==> src/shared/dhbgc_defs.svh <==
`ifndef DHBGC_DEFS_SVH
`define DHBGC_DEFS_SVH

// ==========================================================
// Register addresses on the serial port
`define DHBGC_ADDR_CTRL1 7'h01
`define DHBGC_ADDR_CTRL10 7'h0a
`define DHBGC_ADDR_CTRL21 7'h15
`define DHBGC_ADDR_CONFIG 7'h20
`define DHBGC_ADDR_STATUS 7'h30

// ==========================================================
// Reset values
`define DHBGC_RST_REG 8'h00
`define DHBGC_RST_FLAGS 6'h00

// ==========================================================
// Field positions
`define DHBGC_CTRL1_EN_LSB 0
`define DHBGC_CFG_DUAL_LSB 0
`define DHBGC_CFG_DIR_LSB 2
`define DHBGC_C21_DS_LSB 0
`define DHBGC_C21_DEAD_LSB 3
`define DHBGC_C21_SLEW_LSB 6
`define DHBGC_FLT_PUMP 0
`define DHBGC_FLT_OVER 1
`define DHBGC_FLT_UNDER 2
`define DHBGC_FLT_DS 3
`define DHBGC_FLT_THERM 4
`define DHBGC_FLT_WDG 5

// ==========================================================
// Sizes and frame counts
`define DHBGC_LEGS 4
`define DHBGC_FAULTS 6
`define DHBGC_ADDR_DONE 5'h07
`define DHBGC_ADDR_BITS 5'h08
`define DHBGC_FRAME_BITS 5'h10

`endif

==> src/shared/dhbgc_pkg.sv <==
package dhbgc_pkg;

    // Gate pair command: {high, low}
    typedef enum logic [1:0] {
        DHBGC_GATE_OFF = 2'b00,
        DHBGC_GATE_LS = 2'b01,
        DHBGC_GATE_HS = 2'b10
    } dhbgc_gate_t;

endpackage

==> src/dhbgc_spi_slave.sv <==
`timescale 1ns/1ps
`include "dhbgc_defs.svh"

// 16-bit frames, mode 0, MSB first: write flag, 7-bit address, 8 data bits
module dhbgc_spi_slave import dhbgc_pkg::*; (
    input wire logic clk_i,
    input wire logic rst_n_i,
    input wire logic sclk_i,
    input wire logic cs_n_i,
    input wire logic mosi_i,
    output logic miso_o,
    output logic miso_oe_o,
    output logic wr_pulse_o,
    output logic [6:0] addr_o,
    output logic [7:0] wr_data_o,
    input wire logic [7:0] rd_data_i
);
    logic sclk_q;
    logic cs_q;
    logic [4:0] cnt;
    logic [15:0] shift_in;
    logic [7:0] shift_out;
    logic wr_flag;
    logic rise;
    logic fall;
    logic cs_end;

    assign rise = sclk_i & ~sclk_q & ~cs_n_i;
    assign fall = ~sclk_i & sclk_q & ~cs_n_i;
    assign cs_end = cs_n_i & ~cs_q;
    assign miso_o = shift_out[7];
    assign miso_oe_o = ~cs_n_i;

    // ==========================================================
    // Edge detection
    always_ff @(posedge clk_i) begin
        if (!rst_n_i) begin
            sclk_q <= 1'b0;
            cs_q <= 1'b1;
        end else begin
            sclk_q <= sclk_i;
            cs_q <= cs_n_i;
        end
    end

    // ==========================================================
    // Receive shifter, address capture
    always_ff @(posedge clk_i) begin
        if (!rst_n_i) begin
            cnt <= 5'h00;
            shift_in <= 16'h0000;
            addr_o <= 7'h00;
            wr_flag <= 1'b0;
        end else if (cs_n_i) begin
            cnt <= 5'h00;
        end else if (rise && cnt != `DHBGC_FRAME_BITS) begin
            shift_in <= {shift_in[14:0], mosi_i};
            cnt <= cnt + 5'h01;
            if (cnt == `DHBGC_ADDR_DONE) begin
                addr_o <= {shift_in[5:0], mosi_i};
                wr_flag <= shift_in[6];
            end
        end
    end

    // ==========================================================
    // Read data shifter, changes on falling clock
    always_ff @(posedge clk_i) begin
        if (!rst_n_i || cs_n_i) begin
            shift_out <= 8'h00;
        end else if (fall && cnt == `DHBGC_ADDR_BITS) begin
            shift_out <= rd_data_i;
        end else if (fall && cnt > `DHBGC_ADDR_BITS) begin
            shift_out <= {shift_out[6:0], 1'b0};
        end
    end

    // ==========================================================
    // Commit a full write frame when chip select rises
    always_ff @(posedge clk_i) begin
        if (!rst_n_i) begin
            wr_pulse_o <= 1'b0;
            wr_data_o <= 8'h00;
        end else begin
            wr_pulse_o <= cs_end && cnt == `DHBGC_FRAME_BITS && wr_flag;
            if (cs_end && cnt == `DHBGC_FRAME_BITS) begin
                wr_data_o <= shift_in[7:0];
            end
        end
    end

    a_write_needs_frame: assert property (@(posedge clk_i) disable iff (!rst_n_i)
        wr_pulse_o |-> $past(cnt) == `DHBGC_FRAME_BITS && $past(cs_end))
        else $error("write committed without a full frame");
endmodule

==> src/dhbgc_gate_ctrl.sv <==
`timescale 1ns/1ps
`include "dhbgc_defs.svh"

module dhbgc_gate_ctrl import dhbgc_pkg::*; (
    input wire logic clk_i,
    input wire logic rst_n_i,
    input wire logic spi_sclk_i,
    input wire logic spi_cs_n_i,
    input wire logic spi_mosi_i,
    output logic spi_miso_o,
    output logic spi_miso_oe_o,
    input wire logic [3:0] leg_pwm_input_i,
    input wire logic pump_low_fault_i,
    input wire logic supply_over_fault_i,
    input wire logic supply_under_fault_i,
    input wire logic drain_source_fault_i,
    input wire logic thermal_stop_level1_i,
    input wire logic watchdog_fault_i,
    output logic [3:0] high_gate_out_o,
    output logic [3:0] low_gate_out_o,
    output logic [5:0] fault_flags_o,
    output logic [2:0] ds_monitor_cfg_o,
    output logic [2:0] dead_time_cfg_o,
    output logic [1:0] slew_rate_cfg_o
);
    logic wr_pulse;
    logic [6:0] addr;
    logic [7:0] wr_data;
    logic [7:0] rd_data;
    logic [7:0] ctrl1;
    logic [7:0] config_reg;
    logic [7:0] ctrl10;
    logic [7:0] ctrl21;
    logic [5:0] fault_flags;
    logic [5:0] fault_vec;
    logic fault_any;
    logic [1:0] bridge_a_b_enable;
    logic [1:0] bridge_dual_setting;
    logic [1:0] bridge_direction_bit;

    function automatic dhbgc_gate_t leg_decode(input logic pwm, input logic sel,
                                               input logic flt);
        dhbgc_gate_t g;
        g = DHBGC_GATE_OFF;
        if (flt) begin
            if (pwm) begin
                g = sel ? DHBGC_GATE_LS : DHBGC_GATE_HS;
            end
        end else begin
            g = (pwm ^ sel) ? DHBGC_GATE_HS : DHBGC_GATE_LS;
        end
        return g;
    endfunction

    // ==========================================================
    // Serial port
    dhbgc_spi_slave u_spi (
        .clk_i(clk_i),
        .rst_n_i(rst_n_i),
        .sclk_i(spi_sclk_i),
        .cs_n_i(spi_cs_n_i),
        .mosi_i(spi_mosi_i),
        .miso_o(spi_miso_o),
        .miso_oe_o(spi_miso_oe_o),
        .wr_pulse_o(wr_pulse),
        .addr_o(addr),
        .wr_data_o(wr_data),
        .rd_data_i(rd_data)
    );

    // ==========================================================
    // Register writes
    always_ff @(posedge clk_i) begin
        if (!rst_n_i) begin
            ctrl1 <= `DHBGC_RST_REG;
            config_reg <= `DHBGC_RST_REG;
            ctrl10 <= `DHBGC_RST_REG;
            ctrl21 <= `DHBGC_RST_REG;
        end else if (wr_pulse) begin
            unique case (addr)
                `DHBGC_ADDR_CTRL1: ctrl1 <= wr_data;
                `DHBGC_ADDR_CONFIG: config_reg <= wr_data;
                `DHBGC_ADDR_CTRL10: ctrl10 <= wr_data;
                `DHBGC_ADDR_CTRL21: ctrl21 <= wr_data;
                default: ;
            endcase
        end
    end

    // ==========================================================
    // Register reads, unmapped addresses read zero
    always_comb begin
        unique case (addr)
            `DHBGC_ADDR_CTRL1: rd_data = ctrl1;
            `DHBGC_ADDR_CONFIG: rd_data = config_reg;
            `DHBGC_ADDR_CTRL10: rd_data = ctrl10;
            `DHBGC_ADDR_CTRL21: rd_data = ctrl21;
            `DHBGC_ADDR_STATUS: rd_data = {2'b00, fault_flags};
            default: rd_data = 8'h00;
        endcase
    end

    assign bridge_a_b_enable = ctrl1[`DHBGC_CTRL1_EN_LSB +: 2];
    assign bridge_dual_setting = config_reg[`DHBGC_CFG_DUAL_LSB +: 2];
    assign bridge_direction_bit = config_reg[`DHBGC_CFG_DIR_LSB +: 2];
    assign ds_monitor_cfg_o = ctrl21[`DHBGC_C21_DS_LSB +: 3];
    assign dead_time_cfg_o = ctrl21[`DHBGC_C21_DEAD_LSB +: 3];
    assign slew_rate_cfg_o = ctrl21[`DHBGC_C21_SLEW_LSB +: 2];

    // ==========================================================
    // Fault flags: sticky, write one to clear, a new fault wins
    always_comb begin
        fault_vec = 6'h00;
        fault_vec[`DHBGC_FLT_PUMP] = pump_low_fault_i;
        fault_vec[`DHBGC_FLT_OVER] = supply_over_fault_i;
        fault_vec[`DHBGC_FLT_UNDER] = supply_under_fault_i;
        fault_vec[`DHBGC_FLT_DS] = drain_source_fault_i;
        fault_vec[`DHBGC_FLT_THERM] = thermal_stop_level1_i;
        fault_vec[`DHBGC_FLT_WDG] = watchdog_fault_i;
    end

    always_ff @(posedge clk_i) begin
        if (!rst_n_i) begin
            fault_flags <= `DHBGC_RST_FLAGS;
        end else if (wr_pulse && addr == `DHBGC_ADDR_STATUS) begin
            fault_flags <= (fault_flags & ~wr_data[5:0]) | fault_vec;
        end else begin
            fault_flags <= fault_flags | fault_vec;
        end
    end

    assign fault_any = |fault_flags || |fault_vec;
    assign fault_flags_o = fault_flags;

    a_flag_set_wins: assert property (@(posedge clk_i) disable iff (!rst_n_i)
        watchdog_fault_i |=> fault_flags[`DHBGC_FLT_WDG])
        else $error("watchdog fault not latched");

    a_flag_holds: assert property (@(posedge clk_i) disable iff (!rst_n_i)
        fault_flags[`DHBGC_FLT_PUMP] && !(wr_pulse && addr == `DHBGC_ADDR_STATUS)
        |=> fault_flags[`DHBGC_FLT_PUMP])
        else $error("fault flag dropped without a clear");

    // ==========================================================
    // Per-leg gate drive: leg 0..3 = 1A, 2A, 1B, 2B
    for (genvar i = 0; i < `DHBGC_LEGS; i++) begin : g_leg
        localparam int B = i / 2;
        logic leg_ok;
        dhbgc_gate_t cmd;

        assign leg_ok = bridge_a_b_enable[B] && bridge_dual_setting[B] && !fault_any;
        assign cmd = leg_decode(leg_pwm_input_i[i], ctrl10[2 * i + 1], ctrl10[2 * i]);

        // Both gates of a leg come from one register update
        always_ff @(posedge clk_i) begin
            if (!rst_n_i || !leg_ok) begin
                high_gate_out_o[i] <= 1'b0;
                low_gate_out_o[i] <= 1'b0;
            end else begin
                high_gate_out_o[i] <= cmd[1];
                low_gate_out_o[i] <= cmd[0];
            end
        end

        a_no_shoot_through: assert property (@(posedge clk_i) disable iff (!rst_n_i)
            !(high_gate_out_o[i] && low_gate_out_o[i]))
            else $error("both gates of a leg on");

        a_reset_gates_off: assert property (@(posedge clk_i)
            !rst_n_i |=> !high_gate_out_o[i] && !low_gate_out_o[i])
            else $error("gate on after reset");

        a_fault_gates_off: assert property (@(posedge clk_i) disable iff (!rst_n_i)
            fault_any |=> !high_gate_out_o[i] && !low_gate_out_o[i])
            else $error("gate on during fault");

        a_disabled_off: assert property (@(posedge clk_i) disable iff (!rst_n_i)
            !(bridge_a_b_enable[B] && bridge_dual_setting[B])
            |=> !high_gate_out_o[i] && !low_gate_out_o[i])
            else $error("gate on while bridge disabled or not dual");

        a_drive_high_side: assert property (@(posedge clk_i) disable iff (!rst_n_i)
            leg_ok && leg_pwm_input_i[i] && !ctrl10[2 * i + 1]
            |=> high_gate_out_o[i] && !low_gate_out_o[i])
            else $error("high side not driven");

        a_select_inverts: assert property (@(posedge clk_i) disable iff (!rst_n_i)
            leg_ok && !ctrl10[2 * i] && ctrl10[2 * i + 1]
            |=> high_gate_out_o[i] == !$past(leg_pwm_input_i[i])
                && low_gate_out_o[i] == $past(leg_pwm_input_i[i]))
            else $error("select bit did not invert the leg");

        a_float_passive: assert property (@(posedge clk_i) disable iff (!rst_n_i)
            leg_ok && ctrl10[2 * i] && !leg_pwm_input_i[i]
            |=> !high_gate_out_o[i] && !low_gate_out_o[i])
            else $error("floating leg not off");

        a_float_low_side: assert property (@(posedge clk_i) disable iff (!rst_n_i)
            leg_ok && ctrl10[2 * i] && ctrl10[2 * i + 1] && leg_pwm_input_i[i]
            |=> low_gate_out_o[i] && !high_gate_out_o[i])
            else $error("float with select did not drive low side");

        a_dir_ignored: assert property (@(posedge clk_i) disable iff (!rst_n_i)
            leg_ok && $changed(bridge_direction_bit[B]) && $stable(ctrl10)
            && $stable(leg_pwm_input_i[i]) && $past(leg_ok)
            |=> $stable(high_gate_out_o[i]) && $stable(low_gate_out_o[i]))
            else $error("direction bit changed a leg gate");
    end
endmodule

==> config.mk <==
export PLATFORM = sky130hd
export DESIGN_NAME = dhbgc_gate_ctrl
export DESIGN_NICKNAME = d
export VERILOG_FILES = /design/src/shared/dhbgc_pkg.sv /design/src/dhbgc_spi_slave.sv /design/src/dhbgc_gate_ctrl.sv
export VERILOG_INCLUDE_DIRS = /design/src /design/src/shared
export SDC_FILE = /design/constraint.sdc
export NUM_CORES = 1
export LEC_CHECK = 0
export BUFFER_PORTS_ARGS = -buffer_cell sky130_fd_sc_hd__buf_2
export CAP_MARGIN = 10
export CORE_MARGIN = 4
export CORE_UTILIZATION = 35
export DETAILED_ROUTE_END_ITERATION = 12
export PLACE_DENSITY_LB_ADDON = 0.1
export SETUP_SLACK_MARGIN = 0.05
export SLEW_MARGIN = 20
export SYNTH_ARGS = -nofsm -noshare
export SYNTH_HDL_FRONTEND = slang
export SYNTH_SLANG_ARGS = --single-unit
==> constraint.sdc <==
create_clock -name clk_i -period 3.4 [get_ports clk_i]
set_input_delay 0.51 -clock clk_i [delete_from_list [all_inputs] [get_ports clk_i]]
set_output_delay 0.51 -clock clk_i [all_outputs]
set_load 0.01 [all_outputs]
Word-level counts from Yosys, hierarchy flattened
Cells that the tools add are included.
Widths: inputs -> output; s select.
{ "word_totals": {"word_cells": 99, "mem_bits_ro": 0, "register_bits": 86, "out_inout_bits": 24, "memories": 0, "ram_bits": 0, "latchBits": 0} }
{ "op_classes": {"bitwise": 18, "div": 0, "n_mux": 20, "n_mul": 0, "n_shift": 0, "n_reduce_logical": 28, "magnitude_cmp": 1, "add_sub_neg": 1, "eq_ne": 9} }
{ "ops": {"columns": ["op", "count"], "rows": [
  ["$pmux 8 s5", 1],
  ["$mux 2", 16],
  ["$mux 8", 2],
  ["$eq 7x6->1 const B", 2],
  ["$or 6x6->6", 2],
  ["$reduce_or 6->1", 2],
  ["$logic_and 1x1->1", 10],
  ["$reduce_and 2->1", 5],
  ["$eq 7x1->1 const B", 1],
  ["$eq 7x4->1 const B", 1],
  ["$eq 7x5->1 const B", 1],
  ["$and 6x6->6", 1],
  ["$mux 6", 1],
  ["$not 6->6", 1],
  ["$add 5x1->5 const B", 1],
  ["$and 1x1->1", 5],
  ["$eq 5x3->1 const B", 1],
  ["$eq 5x4->1 const B", 1],
  ["$eq 5x5->1 const B", 1],
  ["$gt 5x4->1 const B", 1],
  ["$ne 5x5->1 const B", 1],
  ["$not 1->1", 5],
  ["$logic_not 1->1", 4],
  ["$logic_or 1x1->1", 4],
  ["4 further kinds", 7]
]} }

Longest topological paths before layout
{ "depth": {"word_depth": 6, "ltp_mapped": 7, "ltp_nobuf": 6} }

Cells and area by module
A second synthesis with hierarchy kept.
{ "hier_totals": {"cells_unflattened": 446, "area_unflattened_um2": 4096.4} }
{ "modules_own_cells": {"columns": ["mod", "instances", "cells_each", "seq_area_each_um2", "area_per_inst_um2"], "rows": [
  ["dhbgc_gate_ctrl", 1, 249, 920.9, 2338.5],
  ["dhbgc_spi_slave", 1, 197, 800.8, 1757.9]
]} }

Worst setup path before layout
Ideal clock, no wire load.
{ "synth_timing": {"path_type": "input -> register", "from": "input port spi_cs_n_i", "to": "register u_spi.addr_o[0]", "t_required_ps": 3282, "path_slack_ps": 1652, "arrival_ps": 1630, "path_buffers": 0, "setup_time_ps": 118, "path_stages": 4, "cell_sequence": "nor3b_1 -> nand4_1 -> mux2i_1 -> nor2b_1"} }
{ "synth_between": {"elab_chain_cells": 4} }
{ "synth_lines": {"columns": ["item", "line_no", "source"], "rows": [
  ["from (decl)", "dhbgc_gate_ctrl.sv:8", "input wire logic spi_cs_n_i,"],
  ["$not 1->1 (no source line) (*)", null, null],
  ["$and 1x1->1", "dhbgc_spi_slave.sv:28", "assign rise = sclk_i & ~sclk_q & ~cs_n_i;"],
  ["$logic_and 1x1->1 (no source line)", null, null],
  ["$reduce_and 3->1 (no source line) (*)", null, null],
  ["to (signal assigned)", "dhbgc_spi_slave.sv:60", "addr_o <= {shift_in[5:0], mosi_i};"],
  ["to (decl)", "dhbgc_spi_slave.sv:14", "output logic [6:0] addr_o,"]
]} }
Every way passes the cells marked *; elsewhere a longest branch is shown, timed or not.
A chain may end at the register's enable or synchronous reset.

Worst setup path in the final report
{ "layout_timing": {"from": "register u_spi.addr_o[2]", "to": "register u_spi.shift_out[0]"} }
{ "layout_between": {"elab_chain_cells": 3, "elab_cells_between_ends": 7, "cone_classes": "5 x eq/ne; 2 x mux"} }
{ "layout_lines": {"columns": ["item", "line_no", "source"], "rows": [
  ["$eq 7x6->1, or another cell as far along", "dhbgc_gate_ctrl.sv:93", "unique case (addr)"],
  ["$pmux 8 s5 (*)", "dhbgc_gate_ctrl.sv:93", null],
  ["$mux 8 (*)", "dhbgc_spi_slave.sv:71", "end else if (fall && cnt == `DHBGC_ADDR_BITS) begin"],
  ["to (signal assigned)", "dhbgc_spi_slave.sv:72", "shift_out <= rd_data_i;"],
  ["to (signal assigned)", "dhbgc_spi_slave.sv:74", "shift_out <= {shift_out[6:0], 1'b0};"],
  ["to (decl)", "dhbgc_spi_slave.sv:22", "logic [7:0] shift_out;"]
]} }
Marked as above.

==> summary.txt <==
Clock tree
  – H-tree depth: 3
  – Clock sinks: 86
  – Root buffer cell: clkbuf_16
  – CTS Buf Count: 9
  – Post-CTS Repair Setup Buffers: 0
  – PostCTS Resize Cnt: 0
  – Worst-path clk slew: about 0.060 ns
  – TritonCTS clock tree: built
  – Clk_lat worst skew: roughly 0.34 ns
  – Post-cts hold buffer count: 0
  – CTS max path bufs: 2

Synthesis
  – Post-synth top flop: dfxtp_1
  – Post-synth top area cell: dfxtp_1
  – Sequential element share of the synthesized area: 0.422
  – Area share of the largest cell type after synthesis: 0.422
  – Yosys cell types: between 40 and 50
  – Syn Inst Count: between 400 and 500
  – Syn_area_per_cell: 9.29 um^2
  – Syn_nets: ~460
  – Synth Warn #: 0
  – Ys async rst share: 0
  – Yosys reg bits: 86
  – Area contributors post-synth: dfxtp_1 (42%), mux2i_1 (10%), nor2b_1 (5.1%)
  – Mapped cell area: a little over 0.004 mm^2
  – Post-synth EDFFs: 0

STA
  – Final Cycle Share: 0.698
  – Final Setup Violations: 0
  – F_max: roughly 0.42 GHz
  – Setup_tns: 0 ns
  – Crit path time final: 2.37 ns
  – Slew HR: 0.496
  – Fin. Hold Viols: 0
  – Pins Over Slew Limit: 0
  – Worst Tran Pin Value: about 0.76 ns
  – Final setup skew: 0.00579 ns
  – RSZ-0062 raised after global routing: false

Cells and area
  – Ratio of cells with drive above 1 in the final layout: 0.147
  – # diodes: 0
  – FILL cells: around 1,200
  – Final layout net count: 489
  – Layout Area Growth over Synthesis: 13.4%
  – Post-route cell area: ~0.0046 mm^2

Drt
  – Routed Antenna Nets: 0
  – Drt pass-1 iters: 4
  – DRC: 0
  – DRT Wirelength: 10.6 mm
  – Avg WL per Cell: roughly 17 um
  – Via count: roughly 3,200
  – 1st-iter DRT viols: roughly 170
  – DR vias/cell: 5.26

Placed design
  – Buffers on Ports: 38
  – Routability cong.: between 0.7 and 0.8
  – DPL Wire Length: about 7.5 mm
  – DP Area: about 0.0044 mm^2

GRT
  – Global-route wire length before repair: 16.8 mm
  – All-Layer GR Usage: 0.167
  – Largest net degree at the start of global routing: 65
  – Antenna violations before repair: 0
  – Total grt overflow: 0
  – Vias in the first global route: 3,028

Critical path
  – Crit-path max cell delay: ~0.66 ns
  – Cell chain of the critical path: or4b_4 > nor3_4 > o311ai_4 > a221oi_2
  – Kind of critical path: reg -> reg
  – Slowest-stage cell, CP: or4b_4
  – Worst Path Max Fanout: 23
  – Critical Path Source: u_spi.addr_o[2]
  – RR Endpoint: u_spi.shift_out[0]
  – R2R depth: 4
  – Startpoint types: flip-flop
  – Reg2reg start: u_spi.addr_o[2]
  – CP arrival: ~2.6 ns
  – Critical path endpoint category: flip-flop
  – Required time worst endpoint: between 3 and 4 ns
  – Critical path destination: u_spi.shift_out[0]
  – R2r setup slk: 1.03 ns

Floorplan
  – Chip height: around 120 um
  – Floorplan core area: 0.0114 mm^2
  – Die area: ~0.013 mm^2
  – Initial core utilization: 0.357
  – Die extent in x: about 120 um
  – Io pins: 39
  – Row Count: 39

Power
  – P_int: 1.58 mW
  – Switching pwr: between 400 and 500 uW
  – Switching share of total power: 0.212
  – Peak supply drop: ~0.23 mV
  – Gate power share: 0.035
  – PD cells: 433 mW/mm^2
  – Seq pwr share: 0.510
  – Clock power share: 0.455
  – Leak: ~1.7 nW

Hold path
  – Hold path cells: 2
  – Worst Hold Class: in -> reg

Run
  – Max-cap violations: 0

Status
  – Status: finished, final reports clean
==> worst min-delay path by stage <==
stage                                     start                to  slack, ns
after global placement            u_spi.wr_flag  u_spi.wr_pulse_o       0.43
after detailed placement          u_spi.wr_flag  u_spi.wr_pulse_o       0.43
final                       supply_over_fault_i  fault_flags_o[1]       0.39
after CTS                   supply_over_fault_i  fault_flags_o[1]       0.38
after floorplan                   u_spi.wr_flag  u_spi.wr_pulse_o       0.41
after global routing      thermal_stop_level1_i  fault_flags_o[4]       0.39
==> synthesized netlist by cell type, drive strengths merged, types with 2 or more instances <==
master	n
nor3b	4
buf	8
or3b	8
o21ai	5
nand3	36
mux2i	42
a2111oi	5
xor2	4
o31ai	2
a211oi	12
nand2b	3
nand4	3
nor2b	33
inv	14
or4	3
nor3	10
a21boi	30
o21a	6
nor2	20
and4	2
and2	2
a221oi	2
clkbuf	20
nand2	31
ha	10
nor4	3
or3	4
o211ai	7
nand4bb	2
a21oi	11
dfxtp	86
==> power by group through the flow <==
stage	clock, mW	sequential [mW]	combinational, mW
floorplan	0	1.04	0.0412
global placement	0	1.04	0.0711
detailed placement	0	1.05	0.0711
CTS	0.946	1.02	0.0714
global route	0.987	1.02	0.0786
finish	0.911	1.02	0.0697
==> stage by stage <==
stage / power (mW) / util / hold slack [ns] / std cells / worst slack, ns
3_5_place_dp: 1.12 / 0.382 / 0.432 / 596 / 1.07
4_1_cts: 2.04 / 0.405 / 0.377 / 611 / 1.06
3_3_place_gp: 1.12 / 0.382 / 0.430 / 596 / 1.09
5_1_grt: 2.09 / 0.405 / 0.389 / 611 / 0.869
2_1_floorplan: 1.09 / - / 0.409 / 439 / 1.65
6_report: 2.00 / 0.405 / 0.388 / 611 / 1.03
==> cell type report <==
cell class | instances | area [um^2] | share of cell area
multi-input cells | 310 | 2180 | 0.471
repair buffers | 42 | 220 | 0.0476
clock buffers | 14 | 264 | 0.0571
clock inverters | 1 | 5.00 | 0.00108
flip-flops and latches | 86 | 1720 | 0.372
inverters | 15 | 56.3 | 0.0122
well taps | 143 | 179 | 0.0387
==> critical path, delay by kind of cell (launching register included) <==
family             cells  cell delay, ns
AOI/OAI and AO/OA      2            0.54
DFF                    1            0.52
and+or+nand+nor        2            1.23
==> logic make-up (layout without fill, tap and decap cells) <==
group / count (synthesis) / in the layout / share of synthesized area
xor+xnor: 5 / 5 / 0.0107
flops: 86 / 86 / 0.422
mux: 42 / 42 / 0.103
compound gates: 85 / 85 / 0.156
fa+ha+maj: 10 / 10 / 0.0307
buf+inv: 43 / 72 / 0.0435
simple gates: 168 / 168 / 0.234
==> cell usage in the layout, fill, tap and decap left out, types with 6 or more instances in the layout <==
| cell type | instances |
|---|---|
| or3b_2 | 6 |
| inv_1 | 14 |
| o21a_1 | 6 |
| nand2_1 | 31 |
| nand3_1 | 36 |
| dfxtp_1 | 86 |
| buf_2 | 38 |
| o211ai_1 | 7 |
| a211oi_1 | 12 |
| nor2b_1 | 33 |
| a21boi_0 | 17 |
| nor3_1 | 7 |
| a21oi_1 | 11 |
| mux2i_1 | 42 |
| nor2_1 | 20 |
| a21boi_1 | 13 |
| clkbuf_16 | 9 |
| ha_1 | 10 |
==> metal layers <==
| layer | track usage | routed length, um |
|---|---|---|
| met4 | 0.0719 | 199 |
| met5 | 0 | 0 |
| met1 | 0.237 | 5180 |
| met3 | 0.0287 | 531 |
| met2 | 0.249 | 4740 |
Power figures use the tool's default switching activity.
